### src/inc/pat_pkg.sv
// Constants, field layout and types of the proximity and ambient tracker
package pat_pkg;

  // ----------------------------------------------------------------------
  // Clock and timing
  // ----------------------------------------------------------------------
  localparam int CLK_HZ = 10_000_000;
  localparam int MS_PER_S = 1000;
  localparam int CYCLES_PER_MS = CLK_HZ / MS_PER_S;
  localparam int WAKE_STEP_MS = 200;
  localparam int MS_W = 10;
  localparam int PRE_W = 24;

  // ----------------------------------------------------------------------
  // Register indices
  // ----------------------------------------------------------------------
  localparam logic [3:0] ADDR_POWER = 4'h0;
  localparam logic [3:0] ADDR_SKIP = 4'h1;
  localparam logic [3:0] ADDR_PROX_CNT = 4'h2;
  localparam logic [3:0] ADDR_AMB_CTRL = 4'h3;
  localparam logic [3:0] ADDR_RECAL = 4'h4;
  localparam logic [3:0] ADDR_RAW = 4'hB;
  localparam logic [3:0] ADDR_STATUS = 4'hC;
  localparam logic [15:0] REG_RESET = 16'h0000;

  // ----------------------------------------------------------------------
  // Field positions
  // ----------------------------------------------------------------------
  localparam int LOW_PWR_BIT = 0;
  localparam int WAKE_LSB = 2;
  localparam int WAKE_MSB = 3;
  localparam int DECIM_LSB = 8;
  localparam int DECIM_MSB = 9;
  localparam int FF_SKIP_LSB = 0;
  localparam int FF_SKIP_MSB = 3;
  localparam int FP_CNT_LSB = 4;
  localparam int FP_CNT_MSB = 7;
  localparam int LP_CNT_LSB = 8;
  localparam int LP_CNT_MSB = 11;
  localparam int SLOW_FP_LSB = 12;
  localparam int SLOW_FP_MSB = 13;
  localparam int SLOW_LP_LSB = 14;
  localparam int SLOW_LP_MSB = 15;
  localparam int DET_RATE_LSB = 0;
  localparam int DET_RATE_MSB = 7;
  localparam int HOVER_LSB = 8;
  localparam int HOVER_MSB = 13;
  localparam int SLOW_LVL_LSB = 14;
  localparam int SLOW_LVL_MSB = 15;
  localparam int FP_RECAL_LSB = 0;
  localparam int FP_RECAL_MSB = 9;
  localparam int LP_RECAL_LSB = 10;
  localparam int LP_RECAL_MSB = 15;
  localparam int ST_PROX_BIT = 0;
  localparam int ST_CAL_BIT = 1;
  localparam int ST_RECAL_BIT = 2;
  localparam int DECIM_BAD_BIT = 1;

  // ----------------------------------------------------------------------
  // Multipliers and sizes
  // ----------------------------------------------------------------------
  localparam int FP_HOLD_MULT = 16;
  localparam int LP_HOLD_MULT = 4;
  localparam int SLOW_FP_DIV = 4;
  localparam logic [1:0] RECAL_BUSY_SEQS = 2'h2;
  localparam int STAGES = 8;
  localparam int STAGE_W = 3;
  localparam int DATA_W = 16;
  localparam int REC_W = 6 * DATA_W;
  localparam int HOLD_W = 8;
  localparam int RECAL_W = 10;

  // ----------------------------------------------------------------------
  // State types
  // ----------------------------------------------------------------------
  typedef enum logic [0:0] {
    CAL_ON = 1'b0,
    CAL_HOLD = 1'b1
  } pat_cal_type;

  typedef enum logic [0:0] {
    WK_IDLE = 1'b0,
    WK_WAIT = 1'b1
  } pat_wake_type;

  // Per-stage record: ambient, last slow push, fast words 0..3 (0 newest)
  typedef struct packed {
    logic [DATA_W-1:0] ambient;
    logic [DATA_W-1:0] slow_last;
    logic [DATA_W-1:0] w0;
    logic [DATA_W-1:0] w1;
    logic [DATA_W-1:0] w2;
    logic [DATA_W-1:0] w3;
  } pat_rec_type;

endpackage

### src/verilog/pat_mem.sv
// Per-stage record memory with registered read data
`timescale 1ns/1ns
module pat_mem
  import pat_pkg::*;
(
  input wire logic clk,
  input wire logic rst,
  input wire logic rd_en,
  input wire logic [STAGE_W-1:0] rd_addr,
  output logic [REC_W-1:0] rd_data,
  input wire logic wr_en,
  input wire logic [STAGE_W-1:0] wr_addr,
  input wire logic [REC_W-1:0] wr_data
);

  logic [REC_W-1:0] mem [STAGES];

  // Contents unknown after reset; the caller tracks which stages are valid
  always_ff @(posedge clk) begin
    if (wr_en) begin
      mem[wr_addr] <= wr_data;
    end
    if (rst) begin
      rd_data <= '0;
    end else if (rd_en) begin
      rd_data <= mem[rd_addr];
    end
  end

endmodule

### src/verilog/pat_top.sv
// Proximity detection and ambient tracking control with register file
// ------------------------------------------------------------------------
// What this block does
// - Low power wake delay code 00..11 gives 200, 400, 600, 800 ms.
// - Low power period is full sequence time then the wake delay.
// - Latest raw 16-bit converter sample readable at index 0x00B.
// - Every stage checked for proximity; detection suspends calibration.
// - Full power hold lasts full-power count times 16 sequences.
// - Low power hold lasts low-power count times 4 sequences.
// - Calibration resumes at hold end only without proximity, else holds.
// - Out of range for whole timeout forces recalibration despite proximity.
// - Full power timeout is 10-bit field times full power sequences.
// - Low power timeout is 6-bit field times low power sequences.
// - Proximity one when fast words one and three differ over rate.
// - Proximity two when fast average and ambient differ over hover.
// - Internal proximity is proximity one or proximity two.
// - Fast skip field sets samples skipped before fast FIFO; 0 none.
// - Slow skip fields for full and low power in ambient skip register.
// - Full power slow interval is skip value times four; 0 acts as 1.
// - Low power slow interval uses low-power skip plus one.
// - Slow push only when sample differs from last push over level.
// - Slow filter updates only when enabled and proximity is clear.
// - Decimation code 00 selects 256, 01 selects 128; others unused.
// ------------------------------------------------------------------------
`timescale 1ns/1ns
module pat_top
  import pat_pkg::*;
#(
  parameter int CYC_MS = CYCLES_PER_MS
) (
  input wire logic clk,
  input wire logic rst,
  input wire logic sample_valid,
  input wire logic [STAGE_W-1:0] sample_stage,
  input wire logic [DATA_W-1:0] sample_data,
  input wire logic seq_done,
  input wire logic [3:0] reg_addr,
  input wire logic reg_wr,
  input wire logic [15:0] reg_wdata,
  input wire logic reg_rd,
  output logic [15:0] reg_rdata,
  output logic seq_start,
  output logic prox_detect,
  output logic cal_enabled,
  output logic recal_active,
  output logic decim_half
);

  // ----------------------------------------------------------------------
  // State
  // ----------------------------------------------------------------------
  typedef struct packed {
    logic [15:0] power_and_wake_control;
    logic [15:0] ambient_skip_control;
    logic [15:0] proximity_count_control;
    logic [15:0] ambient_control_one;
    logic [15:0] recalibration_timeout;
    logic [15:0] raw_conversion_result;
    logic [15:0] rdata;
    logic p_valid;
    logic [STAGE_W-1:0] p_stage;
    logic [DATA_W-1:0] p_sample;
    logic [STAGES-1:0] stage_ok;
    logic [3:0] ff_cnt;
    logic [3:0] sl_cnt;
    logic fast_slot;
    logic slow_slot;
    logic prox_seq;
    logic oor_seq;
    logic prox_flag;
    pat_cal_type cal_state;
    logic [HOLD_W-1:0] hold_cnt;
    logic [RECAL_W-1:0] recal_cnt;
    logic [1:0] busy_cnt;
    logic recal_apply;
    logic wr_en;
    logic [STAGE_W-1:0] wr_addr;
    logic [REC_W-1:0] wr_data;
  } pat_st_type;

  pat_st_type st_reg;
  pat_st_type st_next;
  logic [REC_W-1:0] rd_data;
  logic tick;

  function automatic logic [DATA_W-1:0] absdiff(input logic [DATA_W-1:0] a,
                                                input logic [DATA_W-1:0] b);
    absdiff = (a > b) ? a - b : b - a;
  endfunction

  // ----------------------------------------------------------------------
  // Submodules
  // ----------------------------------------------------------------------
  pat_wake #(
    .CYC_MS(CYC_MS)
  ) u_wake (
    .clk(clk),
    .rst(rst),
    .low_power(st_reg.power_and_wake_control[LOW_PWR_BIT]),
    .wake_delay_sel(st_reg.power_and_wake_control[WAKE_MSB:WAKE_LSB]),
    .seq_done(seq_done),
    .seq_start(tick)
  );

  pat_mem u_mem (
    .clk(clk),
    .rst(rst),
    .rd_en(sample_valid),
    .rd_addr(sample_stage),
    .rd_data(rd_data),
    .wr_en(st_reg.wr_en),
    .wr_addr(st_reg.wr_addr),
    .wr_data(st_reg.wr_data)
  );

  // ----------------------------------------------------------------------
  // Next state
  // ----------------------------------------------------------------------
  always_comb begin
    logic lp;
    logic [3:0] ff_skip;
    logic [1:0] sl_fp;
    logic [3:0] sl_lim;
    logic [HOLD_W-1:0] hold_load;
    logic [RECAL_W-1:0] recal_lim;
    logic [DATA_W-1:0] rate;
    logic [DATA_W-1:0] hover;
    logic [DATA_W-1:0] slow_lvl;
    logic [DATA_W+1:0] sum;
    logic [DATA_W-1:0] avg;
    logic [DATA_W:0] amb_mix;
    logic prox1;
    logic prox2;
    logic next_fast;
    pat_rec_type rec;
    st_next = st_reg;
    next_fast = 1'b0;
    lp = st_reg.power_and_wake_control[LOW_PWR_BIT];
    ff_skip = st_reg.proximity_count_control[FF_SKIP_MSB:FF_SKIP_LSB];
    sl_fp = st_reg.ambient_skip_control[SLOW_FP_MSB:SLOW_FP_LSB];
    rate = DATA_W'(st_reg.ambient_control_one[DET_RATE_MSB:DET_RATE_LSB]);
    hover = DATA_W'(st_reg.ambient_control_one[HOVER_MSB:HOVER_LSB]);
    slow_lvl =
      DATA_W'(st_reg.ambient_control_one[SLOW_LVL_MSB:SLOW_LVL_LSB]);
    // Slow skip limit in fast updates
    if (lp) begin
      sl_lim = 4'(st_reg.ambient_skip_control[SLOW_LP_MSB:SLOW_LP_LSB]);
    end else if (sl_fp == 2'h0) begin
      sl_lim = 4'(SLOW_FP_DIV - 1);
    end else begin
      sl_lim = 4'(int'(sl_fp) * SLOW_FP_DIV - 1);
    end
    if (lp) begin
      hold_load = HOLD_W'(int'(st_reg.proximity_count_control
        [LP_CNT_MSB:LP_CNT_LSB]) * LP_HOLD_MULT);
      recal_lim = RECAL_W'(st_reg.recalibration_timeout
        [LP_RECAL_MSB:LP_RECAL_LSB]);
    end else begin
      hold_load = HOLD_W'(int'(st_reg.proximity_count_control
        [FP_CNT_MSB:FP_CNT_LSB]) * FP_HOLD_MULT);
      recal_lim = st_reg.recalibration_timeout[FP_RECAL_MSB:FP_RECAL_LSB];
    end
    st_next.wr_en = 1'b0;

    // Register port
    if (reg_wr) begin
      unique case (reg_addr)
        ADDR_POWER: begin
          st_next.power_and_wake_control = reg_wdata;
          // Unused decimation codes fall back to rate 256
          if (reg_wdata[DECIM_LSB + DECIM_BAD_BIT]) begin
            st_next.power_and_wake_control[DECIM_MSB:DECIM_LSB] = 2'h0;
          end
        end
        ADDR_SKIP: st_next.ambient_skip_control = reg_wdata;
        ADDR_PROX_CNT: st_next.proximity_count_control = reg_wdata;
        ADDR_AMB_CTRL: st_next.ambient_control_one = reg_wdata;
        ADDR_RECAL: st_next.recalibration_timeout = reg_wdata;
        default: begin
        end
      endcase
    end
    if (reg_rd) begin
      unique case (reg_addr)
        ADDR_POWER: st_next.rdata = st_reg.power_and_wake_control;
        ADDR_SKIP: st_next.rdata = st_reg.ambient_skip_control;
        ADDR_PROX_CNT: st_next.rdata = st_reg.proximity_count_control;
        ADDR_AMB_CTRL: st_next.rdata = st_reg.ambient_control_one;
        ADDR_RECAL: st_next.rdata = st_reg.recalibration_timeout;
        ADDR_RAW: st_next.rdata = st_reg.raw_conversion_result;
        ADDR_STATUS: begin
          st_next.rdata = REG_RESET;
          st_next.rdata[ST_PROX_BIT] = st_reg.prox_flag;
          st_next.rdata[ST_CAL_BIT] = (st_reg.cal_state == CAL_ON);
          st_next.rdata[ST_RECAL_BIT] = st_reg.recal_apply;
        end
        default: st_next.rdata = REG_RESET;
      endcase
    end

    // Sequence boundary: timers step once per completed sequence
    if (tick) begin
      next_fast = (st_reg.ff_cnt == ff_skip);
      st_next.ff_cnt = next_fast ? 4'h0 : st_reg.ff_cnt + 4'h1;
      st_next.fast_slot = next_fast;
      st_next.slow_slot = 1'b0;
      if (next_fast) begin
        st_next.slow_slot = (st_reg.sl_cnt >= sl_lim);
        st_next.sl_cnt = (st_reg.sl_cnt >= sl_lim) ? 4'h0
                                                   : st_reg.sl_cnt + 4'h1;
      end
      st_next.prox_flag = st_reg.prox_seq;
      st_next.prox_seq = 1'b0;
      st_next.oor_seq = 1'b0;
      if (st_reg.cal_state == CAL_HOLD) begin
        if (st_reg.hold_cnt <= HOLD_W'(1)) begin
          if (!st_reg.prox_seq) begin
            st_next.cal_state = CAL_ON;
          end else begin
            st_next.hold_cnt = hold_load;
          end
        end else begin
          st_next.hold_cnt = st_reg.hold_cnt - HOLD_W'(1);
        end
      end
      // Busy window keeps a forced recalibration from retriggering
      if (st_reg.busy_cnt != 2'h0) begin
        st_next.busy_cnt = st_reg.busy_cnt - 2'h1;
        st_next.recal_apply = (st_reg.busy_cnt != 2'h1);
        st_next.recal_cnt = '0;
      end else if (st_reg.oor_seq) begin
        if (recal_lim != '0 &&
            st_reg.recal_cnt + RECAL_W'(1) >= recal_lim) begin
          st_next.recal_apply = 1'b1;
          st_next.busy_cnt = RECAL_BUSY_SEQS;
          st_next.recal_cnt = '0;
          st_next.prox_flag = 1'b0;
          st_next.cal_state = CAL_ON;
        end else begin
          st_next.recal_cnt = st_reg.recal_cnt + RECAL_W'(1);
        end
      end else begin
        st_next.recal_cnt = '0;
      end
    end

    // Sample capture, memory read issued in the same cycle
    if (sample_valid) begin
      st_next.raw_conversion_result = sample_data;
      st_next.p_valid = 1'b1;
      st_next.p_stage = sample_stage;
      st_next.p_sample = sample_data;
    end else begin
      st_next.p_valid = 1'b0;
    end

    // Record update; applied after the boundary so a new event wins
    rec = pat_rec_type'(rd_data);
    if (!st_reg.stage_ok[st_reg.p_stage]) begin
      rec = '{default: st_reg.p_sample};
    end
    if (st_reg.fast_slot) begin
      rec.w3 = rec.w2;
      rec.w2 = rec.w1;
      rec.w1 = rec.w0;
      rec.w0 = st_reg.p_sample;
    end
    sum = 18'(rec.w0) + 18'(rec.w1) + 18'(rec.w2) + 18'(rec.w3);
    avg = sum[DATA_W+1:2];
    prox1 = absdiff(rec.w1, rec.w3) > rate;
    prox2 = absdiff(avg, rec.ambient) > hover;
    amb_mix = (17'(rec.ambient) + 17'(st_reg.p_sample)) >> 1;
    if (st_reg.p_valid) begin
      st_next.stage_ok[st_reg.p_stage] = 1'b1;
      if (st_reg.recal_apply) begin
        rec.ambient = avg;
        rec.slow_last = avg;
      end else if (st_reg.slow_slot && st_next.cal_state == CAL_ON &&
                   !st_next.prox_flag && !(prox1 || prox2) &&
                   absdiff(st_reg.p_sample, rec.slow_last) > slow_lvl) begin
        rec.slow_last = st_reg.p_sample;
        rec.ambient = amb_mix[DATA_W-1:0];
      end
      if (prox2) begin
        st_next.oor_seq = 1'b1;
      end
      if ((prox1 || prox2) && !st_reg.recal_apply) begin
        st_next.prox_seq = 1'b1;
        if (!st_next.prox_flag || st_next.cal_state == CAL_ON) begin
          st_next.hold_cnt = hold_load;
        end
        st_next.prox_flag = 1'b1;
        st_next.cal_state = CAL_HOLD;
      end
      st_next.wr_en = 1'b1;
      st_next.wr_addr = st_reg.p_stage;
      st_next.wr_data = REC_W'(rec);
    end
  end

  always_ff @(posedge clk) begin
    if (rst) begin
      st_reg <= '{cal_state: CAL_ON, default: '0};
    end else begin
      st_reg <= st_next;
    end
  end

  // ----------------------------------------------------------------------
  // Outputs
  // ----------------------------------------------------------------------
  assign reg_rdata = st_reg.rdata;
  assign seq_start = tick;
  assign prox_detect = st_reg.prox_flag;
  assign cal_enabled = (st_reg.cal_state == CAL_ON);
  assign recal_active = st_reg.recal_apply;
  assign decim_half = st_reg.power_and_wake_control[DECIM_LSB];

endmodule

### src/verilog/pat_wake.sv
// Sequence restart timing with the low power wake-up delay
`timescale 1ns/1ns
module pat_wake
  import pat_pkg::*;
#(
  parameter int CYC_MS = CYCLES_PER_MS
) (
  input wire logic clk,
  input wire logic rst,
  input wire logic low_power,
  input wire logic [1:0] wake_delay_sel,
  input wire logic seq_done,
  output logic seq_start
);

  typedef struct packed {
    pat_wake_type state;
    logic [PRE_W-1:0] pre;
    logic [MS_W-1:0] ms;
    logic [MS_W-1:0] target;
    logic start;
  } pat_wk_type;

  pat_wk_type st_reg;
  pat_wk_type st_next;

  always_comb begin
    st_next = st_reg;
    st_next.start = 1'b0;
    unique case (st_reg.state)
      WK_IDLE: begin
        if (seq_done) begin
          if (!low_power) begin
            st_next.start = 1'b1;
          end else begin
            st_next.state = WK_WAIT;
            st_next.pre = '0;
            st_next.ms = '0;
            st_next.target =
              MS_W'(WAKE_STEP_MS * (int'(wake_delay_sel) + 1));
          end
        end
      end
      WK_WAIT: begin
        // Period is sequence time followed by the delay
        if (st_reg.pre == PRE_W'(CYC_MS - 1)) begin
          st_next.pre = '0;
          st_next.ms = st_reg.ms + MS_W'(1);
          if (st_reg.ms + MS_W'(1) == st_reg.target) begin
            st_next.start = 1'b1;
            st_next.state = WK_IDLE;
          end
        end else begin
          st_next.pre = st_reg.pre + PRE_W'(1);
        end
      end
    endcase
  end

  always_ff @(posedge clk) begin
    if (rst) begin
      st_reg <= '{state: WK_IDLE, default: '0};
    end else begin
      st_reg <= st_next;
    end
  end

  assign seq_start = st_reg.start;

endmodule
### config.mk
export PLATFORM = sky130hd
export DESIGN_NAME = pat_top
export DESIGN_NICKNAME = d
export VERILOG_FILES = /design/src/inc/pat_pkg.sv /design/src/verilog/pat_mem.sv /design/src/verilog/pat_top.sv /design/src/verilog/pat_wake.sv
export SDC_FILE = /design/constraint.sdc
export NUM_CORES = 2
export LEC_CHECK = 0
export ABC_AREA = 0
export BUFFER_PORTS_ARGS = -buffer_cell sky130_fd_sc_hd__buf_2
export CORE_MARGIN = 3
export CORE_UTILIZATION = 45
export CTS_CLUSTER_DIAMETER = 120
export DETAILED_ROUTE_END_ITERATION = 12
export HOLD_SLACK_MARGIN = 0.08
export SYNTH_ARGS = -nofsm -noshare
export SYNTH_HDL_FRONTEND = slang
export SYNTH_HIERARCHICAL = 1
export SYNTH_SLANG_ARGS = --single-unit
export TNS_END_PERCENT = 10
### constraint.sdc
create_clock -name clk -period 20.1 [get_ports clk]
set_clock_uncertainty 0.2 [all_clocks]
set_input_delay 5.025 -clock clk [delete_from_list [all_inputs] [get_ports clk]]
set_output_delay 5.025 -clock clk [all_outputs]
set_load 0.05 [all_outputs]
==> impl_results.md <==
* Status: finished, final reports clean
* Fin. Hold Viols at 0
* Hold depth at 2
* Ys async rst share at 0
* Core Util, Final at 0.499
* CP required at 20.54 ns
* Logic gate share of total power at 0.242
* P&R area growth vs syn at 9.82%
* Routed Antenna Nets at 0
* Gate Count Post-Synth at about 4700
* FF/Latch Area at 0.0310 mm²
* Clock sinks at ~1200
* Sequential fraction of the synthesis area at 0.558
* Final Max Slew Viols at 0
* Psw at just under 2 mW
* Primary FF master, synth: edfxtp_1
* Hold Startpoint: st_reg[271]$_SDFFE_PP0P_
* Initial antenna violation count at 2
* First-pass GRT wire length at about 230000 µm
* Total CTS buffers at 120
* Clock slew at reported path FFs at approximately 0.060 ns
* Crit Path Max Fanout at 57
* Syn_nets at about 4900
* # IOs at 66
* Rows at between 100 and 150
* # setup viols final at 0
* DR vias at 37300
* Yosys warnings at 6
* Total power draw at roughly 6.5 mW
* Fraction of layout instances using a drive strength above 1 at 0.138
* Max-slew headroom at 0.200
* Mapped Area at around 0.056 mm²
* Largest net degree at the start of global routing at around 120
* Post-route DRC at 0
* Reg2reg path depth at 45
* Hold Path Class: flip-flop to flip-flop
* Worst reg2reg path endpoint: st_reg[79]$_SDFFE_PP0P_
* Most common cell after layout, fill and taps aside: edfxtp_1
* CTS tree: done
* Design Area, Final at slightly above 0.06 mm²
* Die Area at 0.128 mm²
* Die width at 357 µm
* Setup ws final at slightly above 8 ns
* Fin crit period at 12.00 ns
* Clock group share of total power at 0.349
* GRT met3 Usage at 0.0327
* GRT Max-Usage Layer: met2
* Crit end category: flip-flop
* Clock root cell: clkbuf_16
* WP data arrival at about 12 ns
* Total Nets Final at 4880
* FF+latch count, synth at about 1200
* Vias in the first global route at around 36000
* Total gr overflow at 0
* I/O Buffers at 65
* Internal power at 4.50 mW
* CORE AREA at ~0.12 mm²
* Synth cell types at approximately 100
* Most frequent cells in the layout: edfxtp_1, dfxtp_1, mux2i_1
* CTS Hold Bufs at 0
* Worst-Skew Late Latency at between 0.7 and 0.8 ns
* Worst slew pin tran at about 1.2 ns
* Avg WL per Cell at approximately 24 µm
* Resize count post-CTS at 0
* R2r setup slk at 8.10 ns
* Fmax at approximately 83 MHz
* # diodes at 0
* Setup bufs post-CTS at 0
* Sequential Power Share at 0.408
* Period utilisation layout at 0.597
* CP max stage cell: buf_4
* Total GRT Usage at 0.236
* VDD IR-drop max at 0.0800 mV
* Detailed Route WL at ~150000 µm
* CTS H-tree lvls at 3
* Initial drt markers at roughly 3300
* Filler cells at 10800
* Final GP Congestion at about 0.94
* Max cap viols at 0
* CP Launch Type: flip-flop
* RSZ-0062 raised after global routing: no
* Dpl ws at around 8 ns
* Max reg flops at 768
* Pwr dens at approximately 110 mW/mm²
* Switching Fraction at 0.305
* Area occupied by multi-input gates at around 0.022 mm²
* Longest Clk Path Bufs at 3
* Slowest stage delay, CP at roughly 0.64 ns
* Static Leak at between 20 and 25 nW
* Reg2reg start: st_reg[159]$_SDFFE_PP0P_
* Starting Density at 0.455
* Kind of critical path: flip-flop to flip-flop
* Via/cell ratio at about 5.9
* CP most frequent cell: o21ai_0
* Setup Total Neg Slack at 0 ns
* DPL Wire Length at 96800 µm
* Post-synth EDFFs at 768
* Worst Hold End: st_reg[271]$_SDFFE_PP0P_
* Placed instance area at 0.0570 mm²
* Met2 Use GR at 0.368
* Synth Area per Inst at roughly 12 µm²
* 1st-pass router iterations at 7
* Die height at about 360 µm
* GR met1 Demand/Resource at 0.343
==> critical path, delay by kind of cell, from the launching register on <==
family	cells	cell delay [ns]
xor+xnor	2	0.46
mux	2	0.59
compound gates	20	4.75
flops	1	0.59
fa+ha+maj	5	1.91
buf+inv	3	1.06
simple gates	13	2.28
==> power groups by stage <==
stage                     Clock [mW]  Combinational (mW)  Sequential, mW
after floorplan                    0                1.18            2.67
after global placement             0                1.56            2.69
after detailed placement           0                1.54            2.70
after CTS                       2.31                1.55            2.64
after global routing            2.40                1.71            2.65
final                           2.26                1.57            2.65
==> cell families after synthesis <==
| kind of cell | count (synthesis) | share of synthesized area |
|---|---|---|
| AOI/OAI and AO/OA | 1092 | 0.138 |
| xor gates and xnor gates | 96 | 0.0151 |
| adders and majority gates | 200 | 0.0495 |
| buffers and inverters | 487 | 0.0411 |
| DFF | 1164 | 0.558 |
| muxes | 595 | 0.112 |
| and+or+nand+nor | 1051 | 0.0863 |
==> worst max-delay path by stage <==
stage                                   from                      end  slack [ns]  depth (start not counted)
floorplan           st_reg[160]$_SDFFE_PP0P_  st_reg[93]$_SDFFE_PP0P_        9.90                         49
detailed placement  st_reg[159]$_SDFFE_PP0P_  st_reg[79]$_SDFFE_PP0P_        8.25                         45
global route        st_reg[159]$_SDFFE_PP0P_  st_reg[83]$_SDFFE_PP0P_        7.31                         44
global placement    st_reg[159]$_SDFFE_PP0P_  st_reg[79]$_SDFFE_PP0P_        8.44                         45
finish              st_reg[159]$_SDFFE_PP0P_  st_reg[79]$_SDFFE_PP0P_        8.10                         45
CTS                 st_reg[159]$_SDFFE_PP0P_  st_reg[79]$_SDFFE_PP0P_        8.19                         45
==> layout make-up <==
type,instances,share of cell area
clock inverter,68,0.0113
multi-input combinational,3034,0.367
tap,1625,0.0333
inverter,183,0.0113
clock buffer,162,0.0550
timing repair buffer,132,0.0141
sequential,1164,0.508
==> synthesized netlist by cell type, drive strengths merged, types with 13 or more instances <==
library cell / n / area (µm²)
and3: 22 / 138
a311oi: 14 / 123
buf: 119 / 898
xnor2: 60 / 526
o22ai: 75 / 469
a21oi: 350 / 1760
a211oi: 150 / 1440
a21o: 51 / 383
nor4: 15 / 100
nor2b: 29 / 181
o21a: 13 / 97.6
a31oi: 31 / 200
mux2i: 385 / 3850
or3: 21 / 131
nor3: 49 / 272
dfxtp: 396 / 7930
nand2: 349 / 1320
a22o: 17 / 149
ha: 167 / 2090
o21ai: 114 / 578
xor2: 36 / 315
inv: 182 / 683
nand2b: 32 / 200
edfxtp: 768 / 23100
mux2: 210 / 2370
nor2: 384 / 1440
a221o: 63 / 631
fa: 33 / 661
a222oi: 13 / 130
o221ai: 46 / 403
clkbuf: 185 / 697
nand3b: 13 / 97.6
nand4: 28 / 203
o21bai: 17 / 128
nand3: 53 / 265
a22oi: 42 / 320
==> per-stage QoR <==
step           hold slack (ns)  std cells
6_report                 0.257       6368
5_1_grt                  0.269       6368
4_1_cts                  0.255       6368
3_5_place_dp             0.247       6138
3_3_place_gp             0.242       6138
2_1_floorplan            0.236       4685
==> metal layers <==
layer | share of wire | vias up
met2 | 0.45 | 1070
li1 | - | 17400
met4 | 0.027 | 0
met1 | 0.46 | 18700
met5 | 0 | -
met3 | 0.058 | 181
Power figures use the tool's default switching activity.
